==> src/common/sar_adc_regs.vh <==
// Register map, field positions, reset values and timing counts of the converter controller.
// Assumes an 8-bit special-function-register bus with byte addresses.
`ifndef SAR_ADC_REGS_VH
`define SAR_ADC_REGS_VH

`define ADC_PRESCALE_ADDR     8'h94
`define ADC_RESULT_LOW_ADDR   8'h95
`define ADC_RESULT_HIGH_ADDR  8'h96
`define ADC_CONTROL_ADDR      8'h97

`define CTL_IRQ_FLAG_BIT      7
`define CTL_IRQ_EN_BIT        6
`define CTL_CONV_EN_BIT       5
`define CTL_CHAN_MSB          4
`define CTL_CHAN_LSB          2
`define CTL_START_BIT         1
`define CTL_DONE_BIT          0

`define PS_REFCLK_EN_BIT      3
`define PS_DIV_MSB            2
`define PS_DIV_LSB            0

`define ADC_CONTROL_RESET     8'h00
`define ADC_PRESCALE_RESET    8'h00
`define ADC_RESULT_RESET      8'h00

`define ADC_RESULT_BITS       10
`define ADC_CHANNELS          8
`define ADC_CAL_TIME_MS       16
`define ADC_CLK_HZ            50000000
`define ADC_CAL_CYCLES        ((`ADC_CAL_TIME_MS * `ADC_CLK_HZ) / 1000)

`endif

==> src/verilog/sar_adc_control.v <==
// Control and status logic of an eight-channel, 10-bit successive-approximation converter.
// Assumes a synchronous SFR bus (address, write strobe, write data, read strobe) and an analog
// comparator that answers the trial code shown on o_dac_code within the same clock cycle.
`include "sar_adc_regs.vh"
`default_nettype none

module sar_adc_control #(
	parameter integer CAL_CYCLES = `ADC_CAL_CYCLES
) (
	input  wire                         i_sys_clk,
	input  wire                         i_nrst,
	input  wire [7:0]                   i_sfr_addr,
	input  wire                         i_sfr_wr,
	input  wire [7:0]                   i_sfr_wdata,
	input  wire                         i_sfr_rd,
	input  wire [7:0]                   i_port1_func_select,
	input  wire [7:0]                   i_port1_alt_select,
	input  wire [7:0]                   i_port1_pins,
	input  wire                         i_cmp_high,
	output reg  [7:0]                   o_sfr_rdata,
	output reg                          o_conv_irq,
	output reg                          o_converter_power,
	output reg                          o_converter_refclk,
	output reg  [`ADC_RESULT_BITS-1:0]  o_dac_code,
	output reg                          o_analog_in,
	output reg                          o_calibrated,
	output reg  [7:0]                   o_port1_gpio_mode
);

	// ****************************************************************
	// Register state
	// ****************************************************************
	reg                         conv_irq_flag_ff;
	reg                         conv_irq_enable_ff;
	reg                         converter_enable_ff;
	reg  [2:0]                  channel_select_ff;
	reg                         conv_start_ff;
	reg                         conv_done_ff;
	reg                         refclk_enable_ff;
	reg  [2:0]                  refclk_div_ff;
	reg  [7:0]                  result_low_ff;
	reg  [1:0]                  result_high_ff;
	reg                         running_ff;
	reg                         busy_ff;
	reg  [3:0]                  bit_idx_ff;
	reg  [`ADC_RESULT_BITS-1:0] sar_ff;
	reg  [1:0]                  div_cnt_ff;
	reg  [31:0]                 cal_cnt_ff;

	// Index of the first trial bit, the result's top bit
	localparam [31:0] TOP_BIT = `ADC_RESULT_BITS - 1;

	// Strobe qualified by one register address
	function reg_hit;
		input       strobe;
		input [7:0] addr;
		input [7:0] target;
		begin
			reg_hit = strobe && (addr == target);
		end
	endfunction

	wire wr_ctl = reg_hit(i_sfr_wr, i_sfr_addr, `ADC_CONTROL_ADDR);
	wire wr_ps  = reg_hit(i_sfr_wr, i_sfr_addr, `ADC_PRESCALE_ADDR);

	// ****************************************************************
	// Reference clock enable
	// ****************************************************************
	reg ref_tick;
	always @* begin
		case (refclk_div_ff)
			3'h1:    ref_tick = (div_cnt_ff[0] == 1'b1);
			3'h2:    ref_tick = (div_cnt_ff == 2'h3);
			default: ref_tick = 1'b1;
		endcase
		ref_tick = ref_tick && refclk_enable_ff;
	end

	always @(posedge i_sys_clk) begin
		if (!i_nrst)
			div_cnt_ff <= 2'h0;
		else if (refclk_enable_ff)
			div_cnt_ff <= div_cnt_ff + 2'h1;
		else
			div_cnt_ff <= 2'h0;
	end

	// ****************************************************************
	// Successive approximation and control register
	// ****************************************************************
	wire can_run   = converter_enable_ff && refclk_enable_ff;
	wire step      = busy_ff && ref_tick;
	wire [`ADC_RESULT_BITS-1:0] trial_bit = {{(`ADC_RESULT_BITS-1){1'b0}}, 1'b1} << bit_idx_ff;
	wire [`ADC_RESULT_BITS-1:0] kept = i_cmp_high ? sar_ff : (sar_ff & ~trial_bit);
	wire last_step = step && (bit_idx_ff == 4'h0);
	wire launch    = running_ff && can_run && !busy_ff;

	always @(posedge i_sys_clk) begin
		if (!i_nrst) begin
			conv_irq_flag_ff    <= 1'b0;
			conv_irq_enable_ff  <= 1'b0;
			converter_enable_ff <= 1'b0;
			channel_select_ff   <= 3'h0;
			conv_start_ff       <= 1'b0;
			conv_done_ff        <= 1'b0;
			refclk_enable_ff    <= 1'b0;
			refclk_div_ff       <= 3'h0;
			result_low_ff       <= 8'h00;
			result_high_ff      <= 2'h0;
			running_ff          <= 1'b0;
			busy_ff             <= 1'b0;
			bit_idx_ff          <= 4'h0;
			sar_ff              <= {`ADC_RESULT_BITS{1'b0}};
			o_dac_code          <= {`ADC_RESULT_BITS{1'b0}};
		end else begin
			if (wr_ps) begin
				refclk_enable_ff <= i_sfr_wdata[`PS_REFCLK_EN_BIT];
				refclk_div_ff    <= i_sfr_wdata[`PS_DIV_MSB:`PS_DIV_LSB];
			end
			// Start bit self-clears on the cycle after it is written
			conv_start_ff <= wr_ctl && i_sfr_wdata[`CTL_START_BIT];
			if (wr_ctl) begin
				conv_irq_enable_ff  <= i_sfr_wdata[`CTL_IRQ_EN_BIT];
				converter_enable_ff <= i_sfr_wdata[`CTL_CONV_EN_BIT];
				channel_select_ff   <= i_sfr_wdata[`CTL_CHAN_MSB:`CTL_CHAN_LSB];
			end
			if (!converter_enable_ff)
				running_ff <= 1'b0;
			else if (conv_start_ff)
				running_ff <= 1'b1;
			if (!can_run) begin
				busy_ff <= 1'b0;
			end else if (launch) begin
				busy_ff    <= 1'b1;
				bit_idx_ff <= TOP_BIT[3:0];
				// Trial code leaves in step with the SAR so the answer matches it
				sar_ff     <= {1'b1, {(`ADC_RESULT_BITS-1){1'b0}}};
				o_dac_code <= {1'b1, {(`ADC_RESULT_BITS-1){1'b0}}};
			end else if (step) begin
				if (last_step) begin
					busy_ff        <= 1'b0;
					result_low_ff  <= kept[7:0];
					result_high_ff <= kept[9:8];
				end else begin
					bit_idx_ff <= bit_idx_ff - 4'h1;
					sar_ff     <= kept | (trial_bit >> 1);
					o_dac_code <= kept | (trial_bit >> 1);
				end
			end
			// Completion sets; launch clears; software write of 0 to the done bit clears (set wins)
			if (last_step)
				conv_done_ff <= 1'b1;
			else if (launch || (wr_ctl && !i_sfr_wdata[`CTL_DONE_BIT]))
				conv_done_ff <= 1'b0;
			if (last_step && !conv_done_ff)
				conv_irq_flag_ff <= 1'b1;
			else if (wr_ctl && !i_sfr_wdata[`CTL_IRQ_FLAG_BIT])
				conv_irq_flag_ff <= 1'b0;
		end
	end

	// ****************************************************************
	// Calibration timer after converter enable
	// ****************************************************************
	always @(posedge i_sys_clk) begin
		if (!i_nrst)
			cal_cnt_ff <= 32'h0;
		else if (!converter_enable_ff)
			cal_cnt_ff <= 32'h0;
		else if (cal_cnt_ff < CAL_CYCLES)
			cal_cnt_ff <= cal_cnt_ff + 32'h1;
	end

	// ****************************************************************
	// Outputs and read data
	// ****************************************************************
	wire [7:0] ctl_view = {conv_irq_flag_ff, conv_irq_enable_ff, converter_enable_ff,
		channel_select_ff, conv_start_ff, conv_done_ff};
	wire [7:0] pin_to_adc = i_port1_func_select & i_port1_alt_select;

	always @(posedge i_sys_clk) begin
		if (!i_nrst) begin
			o_sfr_rdata        <= 8'h00;
			o_conv_irq         <= 1'b0;
			o_converter_power  <= 1'b0;
			o_converter_refclk <= 1'b0;
			o_analog_in        <= 1'b0;
			o_calibrated       <= 1'b0;
			o_port1_gpio_mode  <= 8'hFF;
		end else begin
			if (reg_hit(i_sfr_rd, i_sfr_addr, `ADC_CONTROL_ADDR))
				o_sfr_rdata <= ctl_view;
			else if (reg_hit(i_sfr_rd, i_sfr_addr, `ADC_PRESCALE_ADDR))
				o_sfr_rdata <= {4'h0, refclk_enable_ff, refclk_div_ff};
			else if (reg_hit(i_sfr_rd, i_sfr_addr, `ADC_RESULT_LOW_ADDR))
				o_sfr_rdata <= result_low_ff;
			else if (reg_hit(i_sfr_rd, i_sfr_addr, `ADC_RESULT_HIGH_ADDR))
				o_sfr_rdata <= {6'h00, result_high_ff};
			else
				o_sfr_rdata <= 8'h00;
			o_conv_irq         <= conv_irq_flag_ff && conv_irq_enable_ff;
			o_converter_power  <= converter_enable_ff;
			o_converter_refclk <= ref_tick;
			// One mux input per code, gated by the pin's converter function
			o_analog_in        <= i_port1_pins[channel_select_ff] && pin_to_adc[channel_select_ff];
			o_calibrated       <= (cal_cnt_ff >= CAL_CYCLES);
			o_port1_gpio_mode  <= ~i_port1_func_select;
		end
	end

endmodule

`default_nettype wire

==> config.mk <==
export PLATFORM = sky130hd
export DESIGN_NAME = sar_adc_control
export DESIGN_NICKNAME = d
export VERILOG_FILES = /design/src/verilog/sar_adc_control.v
export VERILOG_INCLUDE_DIRS = /design/src /design/src/common
export SDC_FILE = /design/constraint.sdc
export NUM_CORES = 1
export LEC_CHECK = 0
export BUFFER_PORTS_ARGS = -buffer_cell sky130_fd_sc_hd__buf_4
export CELL_PAD_IN_SITES_DETAIL_PLACEMENT = 1
export CELL_PAD_IN_SITES_GLOBAL_PLACEMENT = 2
export CORE_AREA = 4 4 110 112
export CTS_CLUSTER_SIZE = 16
export DETAILED_ROUTE_END_ITERATION = 10
export DIE_AREA = 0 0 114 116
export GPL_ROUTABILITY_DRIVEN = 0
export PLACE_DENSITY = 0.82
export SYNTH_ARGS = -nofsm -noshare
export SYNTH_HDL_FRONTEND = slang
export SYNTH_SLANG_ARGS = --single-unit
export TNS_END_PERCENT = 5
==> constraint.sdc <==
create_clock -name i_sys_clk -period 4.15 [get_ports i_sys_clk]
set_input_delay 1.245 -clock i_sys_clk [delete_from_list [all_inputs] [get_ports i_sys_clk]]
set_output_delay 1.245 -clock i_sys_clk [all_outputs]
set_load 0.02 [all_outputs]
# ---- Word level (Yosys, flattened, before mapping)
# Cells that the tools add are included.
dict set report totals {
  wordCells 101
  inputBits 45
  output_inout_bits 31
  reg_bits 93
}
dict set report classes {
  magnitude_cmp 3
  bitwise_logic 6
  eq_ne 8
  reduce_logical 34
  shifts 1
  n_mux 23
  addsub 3
}
# cell n
set ops {}
lappend ops {{two-way mux 10 bit} 4}
lappend ops {{adder 32 x 1 -> 32 bit (second input constant)} 1}
lappend ops {{== test 8 bit (second input constant)} 4}
lappend ops {{>= comparator 32 x 20 -> 1 bit (second input constant)} 1}
lappend ops {{less-than comparator 32 x 20 -> 1 bit (second input constant)} 1}
lappend ops {{two-way mux 8 bit} 3}
lappend ops {{logical AND 1 bit} 18}
lappend ops {{two-way mux 4 bit} 3}
lappend ops {{bitwise AND 10 bit} 1}
lappend ops {{NOT 10 bit} 1}
lappend ops {{OR 10 x 9 -> 10 bit} 1}
lappend ops {{left shift 1 x 4 -> 10 bit (first input constant)} 1}
lappend ops {{two-way mux 1 bit} 9}
lappend ops {{bitwise AND 8 bit} 1}
lappend ops {{NOT 8 bit} 1}
lappend ops {{AND reduction 2 bit} 4}
lappend ops {{nonzero test 2 bit} 4}
lappend ops {{binary-select mux 1 bit (select 3 bit)} 2}
lappend ops {{zero test 1 bit} 4}
lappend ops {{zero test 4 bit} 1}
lappend ops {{less-than comparator 3 x 4 -> 1 bit (second input constant)} 1}
lappend ops {{AND reduction 4 bit} 1}
lappend ops {{subtractor 4 x 1 -> 4 bit (second input constant)} 1}
lappend ops {{== test 3 x 1 -> 1 bit (second input constant)} 1}
lappend ops {{9 further kinds} 9}

# ---- Longest topological paths before layout
dict set report logic_depth {
  depth_word 8
  ltp_mapped 7
  depth_no_buf 6
}

# ---- Least setup slack after synthesis
# No wires, ideal clock.
dict set report synth_path {
  path_type {input to register}
  from {input port i_sfr_addr[6]}
  to {register conv_irq_flag_ff}
  cell_stages 5
  n_path_buf 0
  required_ns 4.023
  path_slack_ns 1.621
  arrival_time_ns 2.402
  setup_time_ns 0.127
  cell_sequence {nand4bb_1 -> nor3b_1 -> nand4_2 -> o211ai_1 -> o21ai_0}
}
dict set report synth_via {
  elab_chain_cells 4
}
# item line_no
set synth_lines {}
lappend synth_lines {{from (decl)} sar_adc_control.v:12} ;# input wire [7:0] i_sfr_addr,
lappend synth_lines {{== test 8 bit} sar_adc_control.v:59} ;# reg_hit = strobe && (addr == target);
lappend synth_lines {{logical AND 1 bit} sar_adc_control.v:59}
lappend synth_lines {{logical AND 1 bit} sar_adc_control.v:157} ;# else if (wr_ctl && !i_sfr_wdata[`CTL_IRQ_FLAG_BIT])
lappend synth_lines {{nonzero test 2 bit (no source line)} n/a}
lappend synth_lines {{to (signal assigned)} sar_adc_control.v:100} ;# conv_irq_flag_ff <= 1'b0;
lappend synth_lines {{to (signal assigned)} sar_adc_control.v:156} ;# conv_irq_flag_ff <= 1'b1;
lappend synth_lines {{to (signal assigned)} sar_adc_control.v:158} ;# conv_irq_flag_ff <= 1'b0;
lappend synth_lines {{to (decl)} sar_adc_control.v:33} ;# reg conv_irq_flag_ff;
# No other way between the ends.
# A chain may end at the register's enable or synchronous reset.

# ---- Worst setup path after layout
# Ends and elaborated chain as after synthesis.

==> results.md <==
* Status: completed
* R2R Setup Slk at approximately 2.1 ns
* Wire per inst at 16.7 microns
* Pin count of the biggest net entering global routing at 34
* Crit path DAT at around 2.8 ns
* Most frequent cell after synthesis: dfxtp_1
* Die W at about 110 microns
* Postcts setup bufs at 0
* I/O pin count at 76
* Tmin final at about 2.6 ns
* DR iter-0 viols at 93
* Layout cell share with drive strength beyond 1 at 0.213
* Sink Count at between 90 and 100
* Post-Syn Area per Cell at between 9 and 10 sq um
* Placed cell areas at 4610 sq um
* Cell variety after synth at just over 50
* Diodes inserted at 0
* DRT antenna net count at 0
* R2r startpoint: cal_cnt_ff[14]
* Cts repair resizes at 0
* Synthesized area at 3930 sq um
* Crit path launch: i_sfr_addr[6]
* FP Rows at 39
* Number of enable flip-flop cells after synthesis at 0
* Syn Nets at roughly 480
* Hold wc startpoint: div_cnt_ff[0]
* Slowest stage cell on the critical path: nor3b_1
* Via count at around 3.3k
* Final Cell Area at 4890 sq um
* CP endpoint: conv_irq_flag_ff
* Yosys top cell area share at 0.473
* Die height at 116 microns
* Number of antenna violations at the first check in global routing at 0
* CTS root buf: clkbuf_16
* Nets at 546
* Fillcell total at between 1k and 1.5k
* Post-synth ARST share at 0
* Share of the yosys chip area belonging to registers at 0.473
* Die Footprint at 13200 sq um
* Final core utilization at 0.436
* Critical path endpoint category: flip-flop
* Area of the multi-input gates at 1960 sq um
* Max_slew headroom at 0.326
* Cells along the critical path: buf_4 > nand4bb_1 > nor3b_1 > nand4_2 > o211ai_1 > o21ai_0
* Clock skew at 0.00949 ns
* Global-route wire length before repair at between 15000 and 20000 microns
* Worst-Margin Slew at approximately 1.0 ns
* Post-DR vias/cell at roughly 5.2
* CTS Hold Bufs at 0
* # H-tree levels at 3
* # setup viols final at 0
* Synthesis Warnings at 0
* CP top delay family: simple AND/OR/NAND/NOR gates
* Commonest cells post-synth: dfxtp_1, nand2_1, nor2_1
* Fmax achieved at roughly 390 MHz
* Worst IR Drop VDD at between 200 and 250 uV
* Max Fanout on Critical Path at 8
* Register-to-Register Path Depth at 5
* Starting Density at 0.351
* Period utilization at 0.623
* Post-Synthesis Cells at 426
* Drt pass-1 iters at 4
* DR DRC count at 0
* Buf/Inv on CP at 1
* Critical path startpoint category: input port
* Clk buf depth at 2
* Synth area leaders: dfxtp_1, nand2_1, mux2i_1
* Port Buf Inserts at 75
* Vias in the first global route at 3466
* Yosys top cell by area: dfxtp_1
* Critical Setup Path Class: input port to flip-flop
* Storage cell area at between 1500 and 2000 sq um
* Max Slew Vio Count at 0
* Final-report hold violation count at 0
* CTS buffer count at 9
* #FFs+latches synth at 93
* Crit path depth at 6
* Final wirelength at between 10000 and 15000 microns
* Total GRT Usage at 0.171
* Leakage at between 1.5 and 2 nW
* Setup_tns at 0 ns
* Worst-Skew Late Latency at roughly 0.34 ns
* CTS tree: yes
* Total gr overflow at 0
* Core Area at roughly 11000 sq um
* Clock slew at reported path FFs at about 0.07 ns
* Required time of the critical path at ~4.4 ns
* PD cells at roughly 360 nW/um^2
* Slowest stage delay, CP at 0.54 ns
* Reg2reg end: cal_cnt_ff[12]
* Primary FF master, synth: dfxtp_1
* Hold crit path type: flip-flop to flip-flop
* Synthesis-to-finish area growth at 24.3%
* DP Wirelength at 8020 microns
* RSZ-0062 raised after global routing: no
* # Max-Cap Violations at 0
## cell usage in the layout (no fill, tap or decap), drive strengths merged, types with 3 or more instances in the layout
cell type  netlist  final
dfxtp           93     93
buf              4     78
nand2           53     53
nor2            36     36
o21ai           24     24
nand4           21     21
nand3           19     19
nor2b           18     18
and3            16     16
mux2i           15     15
xnor2           14     14
clkbuf          18     12
a211oi          11     11
ha               8      8
a21oi            8      8
nor3             7      7
o211ai           6      6
a31oi            5      5
inv              5      5
and2             4      4
nor4             4      4
clkinv           1      4
mux4             3      3
nor3b            3      3
nand4b           3      3
a21boi           3      3
and4             3      3
## report_power, final
part	switching [mW]	internal (mW)
combinational	0.0351	0.0396
clock	0.347	0.436
sequential	0.00136	0.897
total	0.383	1.37
## per-stage QoR
step                      power (mW)  std cells  worst slack, ns  hold slack, ns
after global placement         0.993        625             1.23           0.431
after CTS                       1.79        641             1.53           0.469
final                           1.76        641             1.56           0.463
after global routing            1.83        641             1.37           0.486
after detailed placement       0.994        625             1.17           0.455
after floorplan                0.946        426             1.62           0.417
## flip-flops by register name (all words and copies together) (netlist names), 2 cells and up
| name | flops |
|---|---|
| refclk_div_ff | 3 |
| result_low_ff | 8 |
| result_high_ff | 2 |
| bit_idx_ff | 4 |
| div_cnt_ff | 2 |
| o_sfr_rdata | 8 |
| o_port1_gpio_mode | 8 |
| channel_select_ff | 3 |
| cal_cnt_ff | 32 |
| sar_ff | 10 |
## layer usage
| layer | up-vias | part of all wire | track usage |
|---|---|---|---|
| met3 | 11 | 0.040 | 0.0397 |
| met1 | 1602 | 0.45 | 0.211 |
| li1 | 1655 | - | - |
| met4 | 0 | 0.015 | 0.0602 |
| met2 | 56 | 0.49 | 0.293 |
| met5 | - | 0 | 0 |
## logic make-up after synthesis
group                    synth area share
AO/OA/AOI/OAI                       0.116
XOR/XNOR                           0.0356
adder cells (fa/ha/maj)            0.0254
buffers and inverters              0.0280
flip-flops                          0.473
multiplexers                       0.0553
AND/OR/NAND/NOR                     0.266
## how the worst min path moves through the flow
| stage | endpoint | slack (ns) | depth (start not counted) |
|---|---|---|---|
| 2_1_floorplan | cal_cnt_ff[19] | 0.42 | 2 |
| 3_3_place_gp | cal_cnt_ff[19] | 0.43 | 2 |
| 3_5_place_dp | div_cnt_ff[0] | 0.45 | 1 |
| 4_1_cts | div_cnt_ff[0] | 0.47 | 1 |
| 5_1_grt | result_low_ff[0] | 0.49 | 2 |
| 6_report | div_cnt_ff[0] | 0.46 | 1 |
## cell type report
class | instances | share of cell area
Clock buffer | 12 | 0.0525
Clock inverter | 4 | 0.00461
Inverter | 6 | 0.00461
Multi-Input combinational cell | 305 | 0.401
Sequential cell | 93 | 0.381
Tap cell | 143 | 0.0366
Timing Repair Buffer | 78 | 0.120
No activity file was read; power rests on OpenSTA's default activity.
